File: src/pkg/sar_readout_pkg.sv
// Constants and types for the serial readout of the SAR converter core.
// Assumes one system clock; the host model paces the pin timing in cycles of it but checks none of it.
package sar_readout_pkg;

  // Resolution of the variant, in bits
  localparam int RESOLUTION_DEFAULT = 12;
  localparam int RESOLUTION_MIN = 2;
  localparam int RESOLUTION_MAX = 16;

  // Pacing clock falls after select low at which hold and the null bit begin
  localparam int HOLD_FALL_INDEX = 2;

  // System clock period and host-side pacing limits, for reference by checks
  localparam int SYS_CLK_PERIOD_NS = 4;
  localparam int PACING_MIN_KHZ = 10;
  localparam int PACING_MAX_KHZ_12BIT = 2000;
  localparam int PACING_MAX_KHZ_10BIT = 2800;
  localparam int PACING_MAX_KHZ_8BIT = 3000;
  localparam int PACING_PHASE_MIN_NS = 400;
  localparam int PACING_PHASE_MIN_CYCLES =
    (PACING_PHASE_MIN_NS + SYS_CLK_PERIOD_NS - 1) / SYS_CLK_PERIOD_NS;

  // Sequencing states
  typedef enum logic [2:0] {
    ST_IDLE    = 3'b000,
    ST_TRACK   = 3'b001,
    ST_CONVERT = 3'b010,
    ST_REPEAT  = 3'b011,
    ST_ZEROS   = 3'b100
  } seq_state_type;

endpackage

File: src/hw/sar_adc_serial_readout.sv
// SAR converter sequencer and serial result readout.
// Assumes the pacing clock, select and comparator arrive asynchronously and
// the pacing clock is far slower than the system clock.
`timescale 1ns/1ps
`default_nettype none
module sar_adc_serial_readout
  import sar_readout_pkg::*;
#(
  parameter int RESOLUTION = RESOLUTION_DEFAULT
) (
  input wire logic clk_sys_in,
  input wire logic resetn_in,
  input wire logic select_and_shutdown_n_in,
  input wire logic serial_pacing_clock_in,
  input wire logic comparator_in,
  output logic serial_data_out,
  output logic serial_data_oe_out,
  output logic sample_track_out,
  output logic inputs_isolated_out,
  output logic neg_input_hold_out,
  output logic powered_out,
  output logic [RESOLUTION-1:0] dac_trial_out
);

  localparam int IW = (RESOLUTION > 1) ? $clog2(RESOLUTION) : 1;
  localparam logic [IW-1:0] IDX_TOP = IW'(RESOLUTION - 1);
  localparam logic [IW-1:0] IDX_ONE = IW'(1);

  // Refuse resolutions the index and counter logic cannot serve
  if (RESOLUTION < RESOLUTION_MIN || RESOLUTION > RESOLUTION_MAX) begin : g_chk
    $error("RESOLUTION out of supported range");
  end

  // Two-flop synchronisers; the third dclk stage is only for edge detection
  logic cs_m_q, cs_s_q;
  logic dclk_m_q, dclk_s_q, dclk_p_q;
  logic comp_m_q, comp_s_q;
  always_ff @(posedge clk_sys_in) begin
    if (!resetn_in) begin
      cs_m_q <= 1'b1;
      cs_s_q <= 1'b1;
      dclk_m_q <= 1'b0;
      dclk_s_q <= 1'b0;
      dclk_p_q <= 1'b0;
      comp_m_q <= 1'b0;
      comp_s_q <= 1'b0;
    end else begin
      cs_m_q <= select_and_shutdown_n_in;
      cs_s_q <= cs_m_q;
      dclk_m_q <= serial_pacing_clock_in;
      dclk_s_q <= dclk_m_q;
      dclk_p_q <= dclk_s_q;
      comp_m_q <= comparator_in;
      comp_s_q <= comp_m_q;
    end
  end

  logic fall;
  logic cs_hi;
  assign fall = dclk_p_q & ~dclk_s_q;
  assign cs_hi = cs_s_q;

  seq_state_type state_q, state_d;
  logic [1:0] fall_cnt_q, fall_cnt_d;
  logic [IW-1:0] idx_q, idx_d;
  logic [RESOLUTION-1:0] sar_q, sar_d;
  logic dout_q, dout_d;
  logic oe_q, oe_d;
  logic neg_q, neg_d;

  // Next-state logic; after the idle-to-track step, only pacing clock falls advance the sequence
  always_comb begin
    state_d = state_q;
    fall_cnt_d = fall_cnt_q;
    idx_d = idx_q;
    sar_d = sar_q;
    dout_d = dout_q;
    oe_d = oe_q;
    neg_d = 1'b0;
    if (cs_hi) begin
      // Deselect resets sequencing and floats the output
      state_d = ST_IDLE;
      fall_cnt_d = 2'd0;
      idx_d = IDX_TOP;
      sar_d = '0;
      dout_d = 1'b0;
      oe_d = 1'b0;
    end else begin
      case (state_q)
        ST_IDLE: begin
          state_d = ST_TRACK;
        end
        ST_TRACK: begin
          if (fall) begin
            fall_cnt_d = fall_cnt_q + 2'd1;
            if (fall_cnt_d == 2'(HOLD_FALL_INDEX)) begin
              // Enter hold: freeze the sample, drive the null bit
              state_d = ST_CONVERT;
              neg_d = 1'b1;
              oe_d = 1'b1;
              dout_d = 1'b0;
              sar_d = '0;
              sar_d[IDX_TOP] = 1'b1;
              idx_d = IDX_TOP;
            end
          end
        end
        ST_CONVERT: begin
          if (fall) begin
            // Decided bit goes straight out, so no pipeline delay
            sar_d[idx_q] = comp_s_q;
            dout_d = comp_s_q;
            if (idx_q == '0) begin
              state_d = (RESOLUTION > 1) ? ST_REPEAT : ST_ZEROS;
              idx_d = IDX_ONE;
            end else begin
              sar_d[idx_q - IDX_ONE] = 1'b1;
              idx_d = idx_q - IDX_ONE;
            end
          end
        end
        ST_REPEAT: begin
          if (fall) begin
            // LSB is shared, so the replay starts at bit one
            dout_d = sar_q[idx_q];
            if (idx_q == IDX_TOP) begin
              state_d = ST_ZEROS;
            end else begin
              idx_d = idx_q + IDX_ONE;
            end
          end
        end
        ST_ZEROS: begin
          if (fall) begin
            dout_d = 1'b0;
          end
        end
        default: begin
          state_d = ST_IDLE;
        end
      endcase
    end
  end

  // Sequencer registers
  always_ff @(posedge clk_sys_in) begin
    if (!resetn_in) begin
      state_q <= ST_IDLE;
      fall_cnt_q <= 2'd0;
      idx_q <= IDX_TOP;
      sar_q <= '0;
      dout_q <= 1'b0;
      oe_q <= 1'b0;
      neg_q <= 1'b0;
    end else begin
      state_q <= state_d;
      fall_cnt_q <= fall_cnt_d;
      idx_q <= idx_d;
      sar_q <= sar_d;
      dout_q <= dout_d;
      oe_q <= oe_d;
      neg_q <= neg_d;
    end
  end

  // Analog control; DAC weight per code is reference over two to N
  assign serial_data_out = dout_q;
  assign serial_data_oe_out = oe_q;
  assign sample_track_out = (state_q == ST_TRACK);
  assign inputs_isolated_out = (state_q != ST_TRACK);
  assign neg_input_hold_out = neg_q;
  assign powered_out = ~cs_hi;
  assign dac_trial_out = sar_q;

  chk_null_bit_low: assert property (@(posedge clk_sys_in)
    disable iff (!resetn_in) $rose(oe_q) |-> !dout_q && $past(fall))
    else $error("null bit not low on enable");

  chk_float_on_deselect: assert property (@(posedge clk_sys_in)
    disable iff (!resetn_in) cs_hi |=> !oe_q && state_q == ST_IDLE)
    else $error("output not floated on deselect");

  chk_msb_first_out: assert property (@(posedge clk_sys_in)
    disable iff (!resetn_in)
    state_q == ST_CONVERT && fall && idx_q == IDX_TOP && !cs_hi
    |=> dout_q == $past(comp_s_q) && sar_q[IDX_TOP] == dout_q)
    else $error("MSB not sent first");

  chk_launch_on_fall: assert property (@(posedge clk_sys_in)
    disable iff (!resetn_in)
    $changed(dout_q) && !$past(cs_hi) |-> $past(fall))
    else $error("data changed off a pacing fall");

  chk_isolate_convert: assert property (@(posedge clk_sys_in)
    disable iff (!resetn_in)
    (state_q == ST_CONVERT || oe_q)
    |-> inputs_isolated_out && !sample_track_out)
    else $error("inputs not isolated in conversion");

  // Enable and state are separate flops, so this is not true by construction
  chk_hold_ends_track: assert property (@(posedge clk_sys_in)
    disable iff (!resetn_in)
    neg_q |-> $past(sample_track_out) && inputs_isolated_out && oe_q)
    else $error("hold entry did not end tracking");

  chk_neg_sample_once: assert property (@(posedge clk_sys_in)
    disable iff (!resetn_in)
    neg_q |-> $past(state_q) == ST_TRACK && state_q == ST_CONVERT)
    else $error("negative input sampled outside hold start");

  chk_zeros_tail: assert property (@(posedge clk_sys_in)
    disable iff (!resetn_in)
    state_q == ST_ZEROS && fall && !cs_hi |=> !dout_q && oe_q)
    else $error("tail not zero");

  chk_no_restart: assert property (@(posedge clk_sys_in)
    disable iff (!resetn_in)
    state_q != ST_IDLE && state_q != ST_TRACK && !cs_hi
    |=> state_q != ST_TRACK)
    else $error("restart without select toggle");

endmodule // sar_adc_serial_readout
`default_nettype wire

File: config.mk
export PLATFORM = sky130hd
export DESIGN_NAME = sar_adc_serial_readout
export DESIGN_NICKNAME = d
export VERILOG_FILES = /design/src/pkg/sar_readout_pkg.sv /design/src/hw/sar_adc_serial_readout.sv
export SDC_FILE = /design/constraint.sdc
export NUM_CORES = 1
export LEC_CHECK = 0
export BUFFER_PORTS_ARGS = -buffer_cell sky130_fd_sc_hd__buf_2
export CAP_MARGIN = 0
export CORE_MARGIN = 2
export CORE_UTILIZATION = 45
export DETAILED_ROUTE_END_ITERATION = 10
export PLACE_DENSITY_LB_ADDON = 0.3
export SETUP_SLACK_MARGIN = 0.2
export SLEW_MARGIN = 40
export SYNTH_ARGS = -nofsm -noshare
export SYNTH_HDL_FRONTEND = slang
export SYNTH_SLANG_ARGS = --single-unit
File: constraint.sdc
create_clock -name clk_sys_in -period 5.9 [get_ports clk_sys_in]
set_clock_uncertainty 0.2 [all_clocks]
set_input_delay 0.295 -clock clk_sys_in [delete_from_list [all_inputs] [get_ports clk_sys_in]]
set_output_delay 0.295 -clock clk_sys_in [all_outputs]
set_load 0.005 [all_outputs]
# Word level (Yosys, flattened, before mapping)
# Index checks and enable logic that the tools add are counted.
[word_totals]
latchBits = 0
ramBits = 0
in_bits = 5
wordCells = 92
output_inout_bits = 18
rom_bits = 0
regBits = 31
memories = 0
[op_classes]
n_mux = 33
bitwise_logic = 8
n_mul = 0
n_addsub = 3
n_lt_le_gt_ge = 4
n_eq_ne = 15
div_mod_pow = 0
shifts = 0
n_reduce_logical = 15
[op_table]
columns = ["operator", "n"]
rows = [
  ["$mux 12", 4],
  ["$mux 4", 6],
  ["$pmux 12 s2", 1],
  ["$mux 3", 6],
  ["$pmux 3 s5", 1],
  ["$bwmux 12", 1],
  ["$ne 2x2->1 const B", 6],
  ["$or 12x12->12", 1],
  ["$pmux 4 s3", 1],
  ["$reduce_and 6->1", 2],
  ["$lt 4x5->1 const B", 2],
  ["$mux 1", 9],
  ["$demux 1 s4", 2],
  ["$ge 4x1->1 const B", 2],
  ["$reduce_and 7->1", 1],
  ["$eq 3x2->1 const B", 2],
  ["$not 1->1", 6],
  ["$add 4x1->4 const B", 1],
  ["$bmux 1 s4", 1],
  ["$eq 4x4->1 const B", 1],
  ["$logic_not 4->1", 1],
  ["$ne 2x1->1 const B", 2],
  ["$pmux 1 s4", 1],
  ["$reduce_and 4->1", 1],
  ["16 further kinds", 17],
]

# Depth between registers and ports, before layout
# Gate-level depths: netlist (run 1).
[logic_depth]
ltp_word = 9
ltp_mapped = 9
ltp_nobuf = 7

# Least setup slack after synthesis (run 1)
# Ideal clock, no wire load.
[synth_timing]
kind = "reg2reg"
from = "register idx_q[1]"
to = "register sar_q[0], in the netlist dac_trial_out[0]"
path_stages_with_launch = 10
setup_ns = 0.141
path_slack_ns = 3.813
required_ns = 5.559
path_buffers = 2
arrival_time_ns = 1.746
cell_sequence = "dfxtp_1 -> clkbuf_2 -> inv_1 -> ha_1 -> clkbuf_1 -> nand2_1 -> a21bo_2 -> o21a_4 -> a211oi_2 -> a2111oi_2"
[synth_via]
elab_chain_len = 9
elab_cells_between_ends = 17
classes_between = "1 x add/sub; 4 x order compare; 8 x mux; 1 x bitwise; 3 x reduce/logical"
[synth_rtl]
columns = ["element", "line", "text"]
rows = [
  ["start, declared", "sar_adc_serial_readout.sv:65", "logic [IW-1:0] idx_q, idx_d;"],
  ["start signal, assigned", "sar_adc_serial_readout.sv:158", "idx_q <= idx_d;"],
  ["$sub 4x1->4, or another cell as far along", "sar_adc_serial_readout.sv:117", "sar_d[idx_q - IDX_ONE] = 1'b1;"],
  ["$lt 4x5->1 (not written as such), or another cell as far along", "sar_adc_serial_readout.sv:117", ""],
  ["$logic_and 1x1->1 (not written as such) / $mux 1 (equally long branches)", "sar_adc_serial_readout.sv:117, sar_adc_serial_readout.sv:111", ""],
  ["$mux 1 (not written as such) / $demux 1 s4 (equally long branches)", "sar_adc_serial_readout.sv:117, sar_adc_serial_readout.sv:111", ""],
  ["$demux 1 s4 / $bwmux 12 (equally long branches)", "sar_adc_serial_readout.sv:117, sar_adc_serial_readout.sv:111", ""],
  ["$or 12x12->12 (no line)", "--", ""],
  ["$mux 12 (*)", "sar_adc_serial_readout.sv:113", "if (idx_q == '0) begin"],
  ["$mux 12 (*)", "sar_adc_serial_readout.sv:109", "if (fall) begin"],
  ["$pmux 12 s2 (*)", "sar_adc_serial_readout.sv:89", "case (state_q)"],
  ["end signal, assigned", "sar_adc_serial_readout.sv:159", "sar_q <= sar_d;"],
  ["end, declared", "sar_adc_serial_readout.sv:66", "logic [RESOLUTION-1:0] sar_q, sar_d;"],
]
# Mark *: on every way between the ends. The rest lies on a longest branch, timed or not. The select of a mux whose other input is x is not followed.
# A chain may end at the register's enable or synchronous reset.

# Worst setup path after layout (run 1)
[layout_timing]
from = "register idx_q[0]"
to = "register sar_q[11], in the netlist dac_trial_out[11]"
# Same word-level chain as after synthesis.

==> results_dict.tcl, run 1 <==
set metrics [dict create \
    regArea_um2 621 \
    netSwitchingFraction_pct 22.3 \
    p_comb_share_pct 1.9 \
    htree_num_levels 2 \
    endpoint_kind "register" \
    routed_wl_um 4310 \
    fillers 393 \
    multi_input_area_mm2 0.00114 \
    core_mm2 0.00397 \
    crit_path_start "idx_q[0]" \
    portBuffers 22 \
    synth_edf_count 0 \
    synth_seq_cells 31 \
    grt_pass1_vias 1477 \
    hpwl_um 3000 \
    gp_congestion 0.865 \
    cp_max_fo 11 \
    finalPower_uw 439 \
    antenna_cells 0 \
    tns_ns 0 \
    cts_tree "yes" \
    postRouteAntennaNets 0 \
    viasPerCell 5.84 \
    ir_worst_vdd_mv 0.165 \
    syn_area_mm2 0.00186 \
    cp-start-kind "register" \
    clk_pin_slew_worst_paths_ns 0.08 \
    slew_headroom_pct 55.8 \
    r2r_setup_slack_ns 3.39 \
    power_frac_seq_pct 48.8 \
    finalNetCount 241 \
    post-route-period-util_pct 42.5 \
    setup_violations 0 \
    synth-main-ff-cell "dfxtp_1" \
    cp.required_ns 5.94 \
    final_cells 281 \
    dr.first_iter.drc_count 90 \
    p_sw_uw 97.7 \
    regToRegEndpoint "dac_trial_out[11]" \
    place_inst 272 \
    drc 0 \
    syn_to_final_growth_pct 11.9 \
    cp_data_arrival_time_ns 2.55 \
    async_flop_share_pct 0 \
    wl_per_cell_um 15.3 \
    clock_path_buffers 2 \
    netlist_instances 214 \
    pin_count 23 \
    synth-seq-area-share_pct 33.4 \
    worstHoldPathType "input port to register" \
    antenna_found_initial 0 \
    initial_core_util_pct 46.7 \
    reg2reg_from "idx_q[0]" \
    max_slew.worst_pin.slew_ns 0.661 \
    clk_latency_ns 0.29 \
    reg2regPathDepth 7 \
    die_h_um 68.2 \
    rows 23 \
    first_pass_iters 4 \
    p_leak_uw 0.000887 \
    cts_sinks 31 \
    layout_common_cells "dfxtp_1 (31), nand2_1 (22), buf_2 (22)" \
    fin_crit_ns 2.51 \
    layout-drive-gt1-share_pct 17.3 \
    syn_area_per_cell_um2 8.67 \
    fin_util_pct 52.3 \
    vias 1642 \
    yosysWarnings 0 \
    grt_pass1_wl_um 7310 \
    path_class "register to register" \
    dieArea_mm2 0.00465 \
    hold_violations 0 \
    synth.distinct_cells 49 \
    grt_usage_pct 21.3 \
    power_density_mw_per_mm2 211 \
    power_frac_clock_pct 49.3 \
    final_common_cell "dfxtp_1" \
    syn-num-nets 225 \
    status "completed" \
    holdWs_ns 0.00567 \
    cts_root_buffer "clkbuf_8" \
    numCtsBuffers 5 \
    rsz0062_at_grt "false" \
    internal_power_uw 341 \
    die_w_um 68.2 \
    max_freq_mhz 398 \
    slew_viol_final 0 \
    overflow 0 \
    drv_cap 0 \
    grt_max_degree 22 \
    critPathCapture "dac_trial_out[11]" \
    cts.repair.resized 0 \
]
-- metrics by stage --
stage                     instance area, um^2  worst slack (ns)
after floorplan                          1860              3.81
after global placement                   1950              3.46
after detailed placement                 1950              3.46
after CTS                                2080              3.40
after global routing                     2080              3.25
final                                    2080              3.39
-- state kept, by name (all words and copies together) (netlist names) --
name	cells
serial_data_oe_out	1
neg_input_hold_out	1
dac_trial_out	12
comp_m_q	1
cs_m_q	1
comp_s_q	1
dclk_m_q	1
idx_q	4
serial_data_out	1
state_q	3
dclk_s_q	1
cs_hi	1
dclk_p_q	1
fall_cnt_q	2
-- layout make-up --
| class | count | area share (%) |
|---|---|---|
| clock inverter | 3 | 2.11 |
| inverter | 5 | 0.904 |
| timing repair buffer | 23 | 5.78 |
| clock buffer | 5 | 3.31 |
| sequential | 31 | 29.9 |
| multi-input combinational | 164 | 55.0 |
| tap | 50 | 3.01 |
-- kinds of logic after synthesis --
group | Yosys count | synth area share, %
fa+ha+maj | 6 | 4.05
xor+xnor | 1 | 0.472
compound gates | 56 | 21.4
simple gates | 88 | 26.0
buf+inv | 19 | 4.99
mux | 13 | 9.64
flops | 31 | 33.4
-- routing by layer --
layer  track usage, %  vias up  share of wire [%]
li1                 -      812                  -
met1             29.4      792                 49
met2             31.8       30                 44
met3             5.76        8                4.3
met4             7.50        0                1.8
met5                0        -                  0
-- critical path, cell delays in order (launching register included) --
cell,delay [ns]
dfxtp_1,0.59
inv_1,0.15
ha_1,0.35
or4_4,0.47
nor2_1,0.18
a211oi_1,0.08
nor3b_1,0.27
o211a_1,0.16
-- power by group through the flow --
stage | Combinational [uW] | Clock, uW | Sequential, uW
2_1_floorplan | 6.21 | 0 | 217
3_3_place_gp | 7.91 | 0 | 219
3_5_place_dp | 7.99 | 0 | 219
4_1_cts | 8.55 | 218 | 214
5_1_grt | 9.74 | 225 | 214
6_report | 8.54 | 216 | 214
-- worst min path at each step --
stage,startpoint,to,cells after the start
2_1_floorplan,resetn_in,cs_hi,1
5_1_grt,serial_pacing_clock_in,dclk_m_q,2
6_report,comparator_in,comp_m_q,2
3_5_place_dp,cs_m_q,cs_hi,1
4_1_cts,comparator_in,comp_m_q,2
3_3_place_gp,cs_m_q,cs_hi,1
-- Yosys cell counts, drive strengths merged, types with 6 or more instances --
master,instances,area (um^2)
a211oi,6,55.1
a21oi,12,60.1
a32oi,7,61.3
and2,7,43.8
buf,8,50.0
clkbuf,6,23.8
dfxtp,31,621
ha,6,75.1
mux2i,10,100
nand2,23,88.8
nand2b,7,43.8
nor2,17,66.3
nor2b,9,56.3
o21ai,14,70.1
-- what timing repair did --
item,4_1_cts,5_1_grt
hold endpoints to repair,1,0
setup buffers,0,0
hold buffers,1,0
Power figures use the tool's default switching activity.
==> inputs of run 2 (changes only) <==
ABC_AREA = 1   (was unset)
clock period = 2.1 ns   (was 5.9 ns; I/O delays follow)
==> results_dict.tcl, run 2 <==
set metrics [dict create \
    status "completed" \
    rows 25 \
    drc 0 \
    pin_count 23 \
    internal_power_uw 882 \
    syn_to_final_growth_pct 14.2 \
    ir_worst_vdd_mv 0.369 \
    cpPeakStageDelay_ns 0.63 \
    clk_pin_slew_worst_paths_ns 0.06 \
    cp-start-kind "register" \
    netSwitchingFraction_pct 24.3 \
    drv_cap 0 \
    synth_seq_cells 31 \
    power_density_mw_per_mm2 479 \
    slew_viol_final 0 \
    netlist_instances 324 \
    cp.required_ns 2.12 \
    wl_per_cell_um 12.6 \
    antenna_cells 0 \
    htree_num_levels 2 \
    synth.distinct_cells 30 \
    synth_top_cell_area_share_pct 29.1 \
    portBuffers 22 \
    p_comb_share_pct 6.3 \
    max_freq_mhz 556 \
    path_class "register to register" \
    routed_wl_um 5160 \
    crit_chain "inv_6, nor2_8, nand2_4, nand2_1, nand2_2, nor2_4, nand2_2, nand2_1, nand2_1, nor2_1" \
    synth-seq-area-share_pct 29.1 \
    syn_area_mm2 0.00213 \
    postRouteAntennaNets 0 \
    grt_usage_pct 21.1 \
    async_flop_share_pct 0 \
    vias 2085 \
    cts_sinks 31 \
    tns_ns 0 \
    post-route-period-util_pct 85.7 \
    setup_violations 0 \
    cp_data_arrival_time_ns 1.82 \
    rsz0062_at_grt "false" \
    synth_commonest_cells "nand2_1 (104), inv_1 (37), dfxtp_1 (31)" \
    dieArea_mm2 0.00530 \
    initial_core_util_pct 46.0 \
    largest_reg_flops 12 \
    clock_path_buffers 2 \
    hold_violations 0 \
    synth_edf_count 0 \
    fin_util_pct 52.6 \
    setup_ws_ns 0.300 \
    grt_pass1_wl_um 8670 \
    fin_crit_ns 1.80 \
    cts_root_buffer "clkbuf_8" \
    final_common_cell "nand2_1" \
    endpoint_kind "register" \
    dr.first_iter.drc_count 82 \
    viasPerCell 5.09 \
    crit_buf_inv 1 \
    slew_headroom_pct 66.4 \
    overflow 0 \
    multi_input_area_mm2 0.00125 \
    post_cts.repair.setup_buffers 0 \
    grt_pass1_vias 1884 \
    first_pass_iters 4 \
    dpl_worst_slack_ns 0.337 \
    synth.most_common_cell "nand2_1" \
    gp_congestion 0.924 \
    max_slew.worst_pin.slew_ns 0.503 \
    cts_tree "yes" \
    yosysWarnings 0 \
    place_inst 396 \
    die_h_um 72.8 \
    p_sw_uw 284 \
    slowest_stage "dfxtp_1" \
    synth-main-ff-cell "dfxtp_1" \
    power_frac_seq_pct 51.6 \
    core_mm2 0.00463 \
    syn_area_per_cell_um2 6.58 \
    die_w_um 72.8 \
    fillers 468 \
    regArea_um2 621 \
    synthTopCellsByArea "dfxtp_1 (29%), nand2_1 (18%), inv_1 (6.5%), nand3_1 (5.6%), nand2_2 (5.6%)" \
    layout_common_cells "nand2_1 (104), inv_1 (37), dfxtp_1 (31)" \
    power_frac_clock_pct 42.1 \
    hpwl_um 3690 \
    cp_top_family "simple AND/OR/NAND/NOR gates" \
    cp_common_cell "nand2_1" \
    antenna_found_initial 0 \
    p_leak_uw 0.00120 \
    cp_max_fo 8 \
    numCtsBuffers 5 \
    final_cells 410 \
    yosys.area.top_type "dfxtp_1" \
    syn-num-nets 335 \
    layout-drive-gt1-share_pct 24.4 \
    finalNetCount 367 \
    clk_latency_ns 0.29 \
    worstHoldPathType "register to register" \
    grt_max_degree 13 \
]
[run 2: cell types whose count changed in the layout (fill, tap and decap cells not counted), moves of 9 or more]
cell     previous run  this run
nor2b_1             9         0
nand3_1             5        24
nand2_1            22       104
nor2_1             16        26
inv_1               5        37
nand2_2             1        18
mux2i_1            10         0
a21oi_2             0        10
[run 2: worst paths after layout]
path	to	from	cells after the start	slack (ns)
hold / removal	cs_hi	cs_m_q	2	0.22
hold reg to reg	cs_hi	cs_m_q	2	0.22
setup / recovery	state_q[0]	idx_q[3]	10	0.30
setup reg to reg	state_q[0]	idx_q[3]	10	0.30
[run 2: area by class of cell]
| type | instances | share of cell area, % |
|---|---|---|
| Sequential cell | 31 | 25.5 |
| Clock buffer | 6 | 3.39 |
| Clock inverter | 1 | 0.206 |
| Tap cell | 54 | 2.78 |
| Inverter | 46 | 7.66 |
| Multi-Input combinational cell | 237 | 51.2 |
| Timing Repair Buffer | 35 | 9.25 |
[run 2: layer usage]
metal,global-route usage [%],wire length [um],up-vias
li1,-,-,1071
met1,27.4,2260,947
met2,34.4,2480,59
met3,4.28,304,8
met4,7.82,101,0
met5,0,0,-
[run 2: power by group through the flow]
stage	logic [uW]	clock network [uW]	registers, uW
final	73.6	490	602
after detailed placement	62.8	0	614
after CTS	72.9	492	601
after floorplan	55.0	0	610
after global routing	82.2	521	602
after global placement	61.9	0	614
[run 2: timing repair]
action                                  4_1_cts  5_1_grt
hold buffers                                  7        0
endpoints found under the hold margin         7        0
endpoints found under the setup margin        0        5
resized for setup                             0        3
[run 2: worst register-to-register path, delay by kind of cell (launching register included)]
family        cells  cell delay [ns]
flops             1             0.63
simple gates      9             0.82
buf+inv           1             0.09
[run 2: stage by stage]
stage / power (uW) / area, um^2 / hold slack [ns]
floorplan: 665 / 2130 / -0.0102
global route: 1200 / 2430 / 0.235
global placement: 676 / 2260 / 0.0795
finish: 1170 / 2430 / 0.216
detailed placement: 677 / 2260 / 0.0904
CTS: 1170 / 2420 / 0.222
[run 2: cell families (layout without fill, tap and decap cells)]
logic type               after synthesis  in the layout  share of synthesized area (%)
AND/OR/NAND/NOR                      192            192                           43.0
buffers and inverters                 56             88                           12.7
flip-flops                            31             31                           29.1
AO/OA/AOI/OAI                         39             39                           11.6
adder cells (fa/ha/maj)                6              6                           3.52
